===== src/shared/prx_pkg.sv =====
// Shared constants and types of the proximity readout block
package prx_pkg;
    localparam int unsigned RESULT_W = 16;
    localparam int unsigned PERS_W = 4;
    localparam logic [7:0] ADDR_STATUS = 8'h13;
    localparam logic [7:0] ADDR_RES_LOW = 8'h18;
    localparam logic [7:0] ADDR_RES_HIGH = 8'h19;
    localparam logic [7:0] ADDR_OFFSET = 8'h1e;
    localparam int unsigned ST_SAT_BIT = 6;
    localparam int unsigned ST_INT_BIT = 5;
    localparam int unsigned ST_RSV_HI = 4;
    localparam int unsigned ST_RSV_LO = 2;
    localparam int unsigned ST_VALID_BIT = 1;
    localparam int unsigned OFS_SIGN_BIT = 7;
    localparam logic [7:0] OFFSET_RST = 8'h00;
    localparam logic [7:0] RDATA_RST = 8'h00;
    localparam logic [7:0] SHADOW_RST = 8'h00;
    localparam logic [1:0] DRIVE_WEAKEST = 2'h3;
    typedef enum {SENSE_OFF, SENSE_WAIT, SENSE_VALID} prx_sense_type;
endpackage


===== src/shared/prx_meas_if.sv =====
// Carrier for one measurement result passed between readout modules
`timescale 1ns/1ps
`default_nettype none
interface prx_meas_if #(parameter int unsigned W = 16);
    logic valid;
    logic [W-1:0] value;
    logic sat;
    modport src (output valid, output value, output sat);
    modport dst (input valid, input value, input sat);
endinterface
`default_nettype wire


===== src/hw/prx_offset_apply.sv =====
// Applies the sign-magnitude offset trim to each raw measurement
`timescale 1ns/1ps
`default_nettype none
module prx_offset_apply #(
    parameter int unsigned W = 16
) (
    input wire logic sys_clk_i,
    input wire logic sys_rst_i,
    input wire logic clk_en_i,
    input wire logic [7:0] offset_i,
    input wire logic [1:0] gain_i,
    input wire logic [1:0] drive_i,
    input wire logic [7:0] pulses_i,
    prx_meas_if.dst raw,
    prx_meas_if.src adj
);
    localparam int unsigned SW = ((W > 21) ? W : 21) + 1;

    if (W < 8) begin : g_chk
        $error("prx_offset_apply: W too small");
    end

    logic [2:0] shift;
    // Stronger gain and drive give more counts per step, so the step grows with them
    assign shift = {1'b0, gain_i} + {1'b0, prx_pkg::DRIVE_WEAKEST - drive_i};

    function automatic logic [SW-1:0] step_of(input logic [7:0] ofs, input logic [2:0] sh,
                                              input logic [7:0] pul);
        logic [SW-1:0] s;
        s = SW'(SW'(ofs[6:0]) * SW'(pul));
        return s << sh;
    endfunction

    function automatic logic [W-1:0] apply_offset(input logic [W-1:0] v, input logic [7:0] ofs,
                                                  input logic [SW-1:0] step);
        logic [SW-1:0] wide;
        logic [SW-1:0] lim;
        wide = SW'(v);
        lim = SW'({W{1'b1}});
        // Clip rather than wrap so a large trim never flips near into far
        if (ofs[prx_pkg::OFS_SIGN_BIT])
        begin
            wide = wide + step;
            if (wide > lim)
            begin
                wide = lim;
            end
        end
        else if (step >= wide)
        begin
            wide = '0;
        end
        else
        begin
            wide = wide - step;
        end
        return wide[W-1:0];
    endfunction

    always_ff @(posedge sys_clk_i)
    begin
        if (sys_rst_i)
        begin
            adj.valid <= 1'b0;
            adj.value <= '0;
            adj.sat <= 1'b0;
        end
        else if (clk_en_i)
        begin
            adj.valid <= raw.valid;
            if (raw.valid)
            begin
                adj.value <= apply_offset(raw.value, offset_i,
                                          step_of(offset_i, shift, pulses_i));
                adj.sat <= raw.sat;
            end
        end
    end
endmodule
`default_nettype wire


===== src/hw/prx_persist.sv =====
// Counts consecutive out-of-range results to pace the interrupt
`timescale 1ns/1ps
`default_nettype none
module prx_persist #(
    parameter int unsigned W = 16,
    parameter int unsigned PW = 4
) (
    input wire logic sys_clk_i,
    input wire logic sys_rst_i,
    input wire logic clk_en_i,
    input wire logic [PW-1:0] pers_i,
    input wire logic [W-1:0] thr_low_i,
    input wire logic [W-1:0] thr_high_i,
    prx_meas_if.dst meas,
    output logic hit_o
);
    if (PW < 1 || PW > 8) begin : g_chk
        $error("prx_persist: PW out of range");
    end

    logic [PW-1:0] count_r;
    logic out_range;

    assign out_range = (meas.value < thr_low_i) || (meas.value > thr_high_i);

    always_ff @(posedge sys_clk_i)
    begin
        if (sys_rst_i)
        begin
            count_r <= '0;
            hit_o <= 1'b0;
        end
        else if (clk_en_i)
        begin
            hit_o <= 1'b0;
            if (meas.valid)
            begin
                if (!out_range)
                begin
                    count_r <= '0;
                    hit_o <= (pers_i == '0);
                end
                else if (pers_i == '0 || {1'b0, count_r} + 1'b1 >= {1'b0, pers_i})
                begin
                    // Saturate so a long run keeps interrupting on every valid result
                    count_r <= pers_i;
                    hit_o <= 1'b1;
                end
                else
                begin
                    count_r <= count_r + 1'b1;
                end
            end
        end
    end
endmodule
`default_nettype wire


===== src/hw/prx_readout.sv =====
// Proximity status, result readout with high-byte shadow, offset trim and interrupt pin
`timescale 1ns/1ps
`default_nettype none
module prx_readout #(
    parameter int unsigned RESULT_W = prx_pkg::RESULT_W,
    parameter int unsigned PERS_W = prx_pkg::PERS_W
) (
    input wire logic sys_clk_i,
    input wire logic sys_rst_i,
    input wire logic clk_en_i,
    input wire logic [7:0] reg_addr_i,
    input wire logic reg_rd_i,
    input wire logic reg_wr_i,
    input wire logic [7:0] reg_wdata_i,
    output logic [7:0] reg_rdata_o,
    input wire logic conv_done_i,
    input wire logic [RESULT_W-1:0] conv_value_i,
    input wire logic conv_saturated_i,
    input wire logic sensing_enable_i,
    input wire logic [1:0] sensing_gain_i,
    input wire logic [1:0] led_drive_strength_i,
    input wire logic [7:0] pulse_count_i,
    input wire logic [PERS_W-1:0] interrupt_persistence_i,
    input wire logic [RESULT_W-1:0] thr_low_i,
    input wire logic [RESULT_W-1:0] thr_high_i,
    input wire logic int_clear_i,
    input wire logic int_pin_i,
    output logic int_pin_o,
    output logic int_pin_oe_n_o
);
    if (RESULT_W != 16) begin : g_chk
        $error("prx_readout: result must be two bytes");
    end

    prx_meas_if #(.W(RESULT_W)) raw_if ();
    prx_meas_if #(.W(RESULT_W)) adj_if ();

    logic [7:0] offset_r;
    logic [RESULT_W-1:0] result_r;
    logic [7:0] shadow_r;
    logic sat_r;
    logic int_active_r;
    prx_pkg::prx_sense_type sense_r;
    prx_pkg::prx_sense_type sense_nxt;
    logic hit;
    logic rd_low;
    logic rd_high;
    logic [7:0] status_vec;
    logic [7:0] rdata_nxt;
    logic pin_meta_r;
    logic pin_sync_r;

    // Engine runs on this clock, so its strobes need no synchroniser
    assign raw_if.valid = conv_done_i && sensing_enable_i;
    assign raw_if.value = conv_value_i;
    assign raw_if.sat = conv_saturated_i;

    prx_offset_apply #(.W(RESULT_W)) u_offset (
        .sys_clk_i(sys_clk_i),
        .sys_rst_i(sys_rst_i),
        .clk_en_i(clk_en_i),
        .offset_i(offset_r),
        .gain_i(sensing_gain_i),
        .drive_i(led_drive_strength_i),
        .pulses_i(pulse_count_i),
        .raw(raw_if.dst),
        .adj(adj_if.src)
    );

    prx_persist #(.W(RESULT_W), .PW(PERS_W)) u_persist (
        .sys_clk_i(sys_clk_i),
        .sys_rst_i(sys_rst_i),
        .clk_en_i(clk_en_i),
        .pers_i(interrupt_persistence_i),
        .thr_low_i(thr_low_i),
        .thr_high_i(thr_high_i),
        .meas(adj_if.dst),
        .hit_o(hit)
    );

    assign rd_low = reg_rd_i && reg_addr_i == prx_pkg::ADDR_RES_LOW;
    assign rd_high = reg_rd_i && reg_addr_i == prx_pkg::ADDR_RES_HIGH;

    // Only the offset trim is writable; writes elsewhere, status included, fall away
    always_ff @(posedge sys_clk_i)
    begin
        if (sys_rst_i)
        begin
            offset_r <= prx_pkg::OFFSET_RST;
        end
        else if (clk_en_i && reg_wr_i && reg_addr_i == prx_pkg::ADDR_OFFSET)
        begin
            offset_r <= reg_wdata_i;
        end
    end

    always_ff @(posedge sys_clk_i)
    begin
        if (sys_rst_i)
        begin
            result_r <= '0;
            sat_r <= 1'b0;
        end
        else if (clk_en_i && adj_if.valid)
        begin
            result_r <= adj_if.value;
            sat_r <= adj_if.sat;
        end
    end

    always_comb
    begin
        case (sense_r)
            prx_pkg::SENSE_OFF:
                sense_nxt = sensing_enable_i ? prx_pkg::SENSE_WAIT : prx_pkg::SENSE_OFF;
            prx_pkg::SENSE_WAIT:
                sense_nxt = adj_if.valid ? prx_pkg::SENSE_VALID : prx_pkg::SENSE_WAIT;
            prx_pkg::SENSE_VALID:
                sense_nxt = prx_pkg::SENSE_VALID;
            default:
                sense_nxt = prx_pkg::SENSE_OFF;
        endcase
        if (!sensing_enable_i)
        begin
            sense_nxt = prx_pkg::SENSE_OFF;
        end
    end

    always_ff @(posedge sys_clk_i)
    begin
        if (sys_rst_i)
        begin
            sense_r <= prx_pkg::SENSE_OFF;
        end
        else if (clk_en_i)
        begin
            sense_r <= sense_nxt;
        end
    end

    // A new hit in the clearing cycle keeps the interrupt standing
    always_ff @(posedge sys_clk_i)
    begin
        if (sys_rst_i)
        begin
            int_active_r <= 1'b0;
        end
        else if (clk_en_i)
        begin
            if (hit)
            begin
                int_active_r <= 1'b1;
            end
            else if (int_clear_i)
            begin
                int_active_r <= 1'b0;
            end
        end
    end

    // Shadow decouples the high byte from results that land between the two reads
    always_ff @(posedge sys_clk_i)
    begin
        if (sys_rst_i)
        begin
            shadow_r <= prx_pkg::SHADOW_RST;
        end
        else if (clk_en_i && rd_low)
        begin
            shadow_r <= result_r[15:8];
        end
    end

    always_comb
    begin
        status_vec = 8'h00;
        status_vec[prx_pkg::ST_SAT_BIT] = sat_r;
        status_vec[prx_pkg::ST_INT_BIT] = int_active_r;
        status_vec[prx_pkg::ST_VALID_BIT] = (sense_r == prx_pkg::SENSE_VALID);
    end

    always_comb
    begin
        case (reg_addr_i)
            prx_pkg::ADDR_STATUS: rdata_nxt = status_vec;
            prx_pkg::ADDR_RES_LOW: rdata_nxt = result_r[7:0];
            prx_pkg::ADDR_RES_HIGH: rdata_nxt = shadow_r;
            prx_pkg::ADDR_OFFSET: rdata_nxt = offset_r;
            default: rdata_nxt = 8'h00;
        endcase
    end

    always_ff @(posedge sys_clk_i)
    begin
        if (sys_rst_i)
        begin
            reg_rdata_o <= prx_pkg::RDATA_RST;
        end
        else if (clk_en_i && reg_rd_i)
        begin
            reg_rdata_o <= rdata_nxt;
        end
    end

    // Pin only ever sinks; the pull-up supplies the released level
    assign int_pin_o = 1'b0;
    assign int_pin_oe_n_o = !int_active_r;

    // Wire is shared with other drivers, so it is read only through two flops
    // Released level after reset matches the pull-up, so no false low follows
    always_ff @(posedge sys_clk_i)
    begin
        if (sys_rst_i)
        begin
            pin_meta_r <= 1'b1;
            pin_sync_r <= 1'b1;
        end
        else if (clk_en_i)
        begin
            pin_meta_r <= int_pin_i;
            pin_sync_r <= pin_meta_r;
        end
    end
endmodule
`default_nettype wire


===== config.mk =====
export PLATFORM = sky130hd
export DESIGN_NAME = prx_readout
export DESIGN_NICKNAME = d
export VERILOG_FILES = /design/src/shared/prx_pkg.sv /design/src/shared/prx_meas_if.sv /design/src/hw/prx_offset_apply.sv /design/src/hw/prx_persist.sv /design/src/hw/prx_readout.sv
export SDC_FILE = /design/constraint.sdc
export NUM_CORES = 1
export LEC_CHECK = 0
export BUFFER_PORTS_ARGS = -buffer_cell sky130_fd_sc_hd__buf_2
export CAP_MARGIN = 20
export CORE_MARGIN = 1.5
export CORE_UTILIZATION = 60
export DETAILED_ROUTE_END_ITERATION = 8
export PLACE_DENSITY = 0.81
export SYNTH_ARGS = -nofsm -noshare
export SYNTH_HDL_FRONTEND = slang
export SYNTH_HIERARCHICAL = 1
export SYNTH_SLANG_ARGS = --single-unit
export TNS_END_PERCENT = 100

===== constraint.sdc =====
create_clock -name sys_clk_i -period 14.6 [get_ports sys_clk_i]
set_clock_uncertainty 0.1 [all_clocks]
set_input_delay 0.73 -clock sys_clk_i [delete_from_list [all_inputs] [get_ports sys_clk_i]]
set_output_delay 0.73 -clock sys_clk_i [all_outputs]
set_load 0.05 [all_outputs]

==> impl_metrics.ini <==
[global_routing]
grt_pass1_vias = 7871
antenna_found_initial = 0
grt_pass1_wl_mm = 36.6
grt_usage_pct = 27.8
grt_max_degree = 65
gr-total-overflow = 0

[detailed_routing]
drt_pass1_iterations = 6
wl_per_cell_um = 15.6
drt-total-wl_mm = 21.5
via_per_inst = 6.00
drtIter0Drc = 654
drc = 0
vias = 8259
ant_nets = 0

[worst_setup_path]
path_class = in2reg
reg2reg_depth = 27
rrSetupSlack_ps = 5710
crit_required_ps = 14670
r2r-start = offset_r[5]$_SDFFE_PP0P_
critPathMaxFanout = 12
cp-start-kind = primary input
endpoint = u_offset/adj.value[15]$_SDFFE_PP0P_
worst-endpoint-arrival_ps = 8970
worstReg2RegEnd = u_offset/adj.value[15]$_SDFFE_PP0P_
setup.worst_path.end_class = flop
startpoint = pulse_count_i[1]

[floorplanning]
die_w_um = 125
num_rows = 44
start_util_pct = 61.3
die_area_mm2 = 0.0155
pin_count = 100
die_h_um = 125
coreArea_mm2 = 0.0145

[place]
placed_area_mm2 = 0.00933
placedCellCount = 1361
dp_hpwl_mm = 16.9
port_buffers = 97
gpl.final_weighted_congestion = 0.927

[pwr]
switching_share_pct = 33.5
seqPwrFrac_pct = 32.6
p_sw_mw = 0.195
powerDensity_mw_per_mm2 = 60.6
clockPowerShare_pct = 35.1
p_leak_nw = 4.71
ir_drop_mv = 0.0634
p_int_mw = 0.387
comb_power_share_pct = 32.2

[synthesis]
ys.warnings.count = 6
synth_top_cell_by_area = ha_1
syn_avg_cell_area_um2 = 7.84
syn_nets = 1372
synth-edff-count = 0
synth.area.top_cells = ha_1, dfxtp_1, fa_1
ys_async_sr_fraction_pct = 0
yosysTopAreaCellShare_pct = 16.8
synth_top_family_by_area = adder cells
synth-main-ff-cell = dfxtp_1
synth_xor_xnor_area_share_pct = 1.88
synthCells = 1131
synth_common_cells = nand2_1, ha_1, inv_1, nor2_1, a21oi_1
yosys.area_share.simple_pct = 22.2
ys_ff_latch = 67
synth_compound_area_share_pct = 23.6
yosys.area_share.adder_pct = 24.0
synth_area_mm2 = 0.00887
synth.distinct_cells = 98
synthMuxAreaShare_pct = 5.19
ys_seq_area_share_pct = 15.1
synth.most_common_cell = nand2_1

[clock_network]
clockBufferDepth = 2
post_cts_buffers = 0
htree_levels = 3
cts_tree = yes
cts_inserted_buffers = 9
clk_pin_slew_ps = 50
clk_latency_ps = 330
root_buffer = clkbuf_16
cts.sinks = 67
cts-hold-fix-buffers = 0
cts_resized = 0

[timing]
setup_tns_ps = 0
fmax_mhz = 112
relSlewSlack_pct = 39.5
hold_viol = 0
setup_violations = 0
rsz0062_at_grt = false
worst_slew_pin_slew_ps = 904
min_period_ps = 8900
drv_slew = 0
finalCritPeriodShare_pct = 61.0
hold_ws_ps = 345

[layout]
final_core_util_pct = 66.4
diodes = 0
layout-drive-gt1-share_pct = 13.5
fin_cells = 1377
design_area_mm2 = 0.00962
nNetsFinal = 1429
synthToLayoutAreaGrowth_pct = 8.48

[run]
drv_cap = 0

[outcome]
status = finished clean

[min_path]
hold_path.class = reg2reg
-- layout make-up --
| type | instances | area (µm²) |
|---|---|---|
| Tap cell | 184 | 230 |
| Sequential cell | 67 | 1340 |
| Clock buffer | 12 | 267 |
| Fill cell | 1270 | 4860 |
| Inverter | 116 | 435 |
| Multi-Input combinational cell | 894 | 6820 |
| Clock inverter | 4 | 23.8 |
| Timing Repair Buffer | 100 | 508 |
-- logic make-up after synthesis --
logic type / after synthesis
buf+inv: 170
other cells: 1
compound gates: 300
simple gates: 378
mux: 45
flops: 67
xor+xnor: 19
fa+ha+maj: 151
-- flip-flops by register name, summed over array words and instances (netlist names), 2 cells and up --
name	flops
result_r	16
u_offset/adj.value	16
offset_r	8
reg_rdata_o	8
shadow_r	8
u_persist/count_r	4
sense_r	2
-- layout by cell type, fill, tap and decap left out, types with 5 or more instances in the layout --
master     Yosys  layout
inv_1        115     115
o21ai_0       34      34
nand4_1        7       7
o211ai_1       9       9
and3_1         6       6
nand3b_1       7       7
nor2b_1       10      10
o21a_1         8       8
a2bb2oi_1      7       7
ha_1         119     119
a211oi_1      21      21
nor2_1        92      92
o31ai_1        8       8
nand2b_1      11      11
buf_2          8      97
o21bai_1      11      11
nand2_1      120     120
a21oi_1       89      89
o41ai_1        6       6
or3_1          6       6
fa_1          32      32
clkbuf_16      0       9
nand3_1       15      15
nand4b_1       5       5
and2_1        52      52
mux2_2         8       8
o21ai_1       13      13
a31oi_1        8       8
xnor2_1       15      15
dfxtp_1       67      67
mux2i_1       37      37
a21o_1        16      16
a22oi_1        9       9
nor3_1        14      14
-- stage by stage --
stage | setup slack, ps | power [mW]
final | 5700 | 0.583
after global routing | 5190 | 0.614
after CTS | 5810 | 0.581
after detailed placement | 5470 | 0.376
after global placement | 5590 | 0.373
after floorplan | 6610 | 0.330
-- power groups by stage --
stage          Combinational, mW  Clock, mW  Sequential [mW]
4_1_cts                    0.184      0.207            0.190
6_report                   0.188      0.205            0.190
3_3_place_gp               0.179          0            0.194
3_5_place_dp               0.182          0            0.194
5_1_grt                    0.207      0.216            0.191
2_1_floorplan              0.138          0            0.192
-- worst min-delay path by stage --
stage | startpoint | end | slack (ps) | cells past startpoint
2_1_floorplan | result_r[6]$_SDFFE_PP0P_ | result_r[6]$_SDFFE_PP0P_ | 330 | 2
3_3_place_gp | reg_rdata_o[5]$_SDFFE_PP0P_ | reg_rdata_o[5]$_SDFFE_PP0P_ | 330 | 2
3_5_place_dp | reg_rdata_o[6]$_SDFFE_PP0P_ | reg_rdata_o[6]$_SDFFE_PP0P_ | 340 | 2
4_1_cts | reg_rdata_o[6]$_SDFFE_PP0P_ | reg_rdata_o[6]$_SDFFE_PP0P_ | 350 | 2
5_1_grt | reg_rdata_o[6]$_SDFFE_PP0P_ | reg_rdata_o[6]$_SDFFE_PP0P_ | 380 | 2
6_report | reg_rdata_o[6]$_SDFFE_PP0P_ | reg_rdata_o[6]$_SDFFE_PP0P_ | 350 | 2
-- worst max-delay path, cell delays in order --
cell       delay [ps]
buf_2             140
and2_1            180
fa_1              530
fa_1              540
fa_1              570
inv_1              70
fa_1              520
inv_1              40
ha_1              400
o211ai_1          140
a21o_1            220
nand2_1            90
xor2_1            170
mux2i_1           210
a21oi_1           120
mux2_2            330
ha_1              460
nor2b_1           100
a2111oi_0         500
o21ai_0           240
a41oi_1           450
o311ai_1          260
and2_1            240
a221o_2           340
a221oi_2          260
o2111ai_2         320
a21oi_2           620
a311oi_2          190
-- per-layer routing --
metal | vias to the layer above | track usage, % | share of wire, %
li1 | 4095 | - | -
met1 | 3875 | 37.0 | 46
met2 | 244 | 46.9 | 47
met3 | 45 | 3.35 | 4.7
met4 | 0 | 9.40 | 2.6
met5 | - | 0 | 0
No activity file was read; power rests on OpenSTA's default activity.
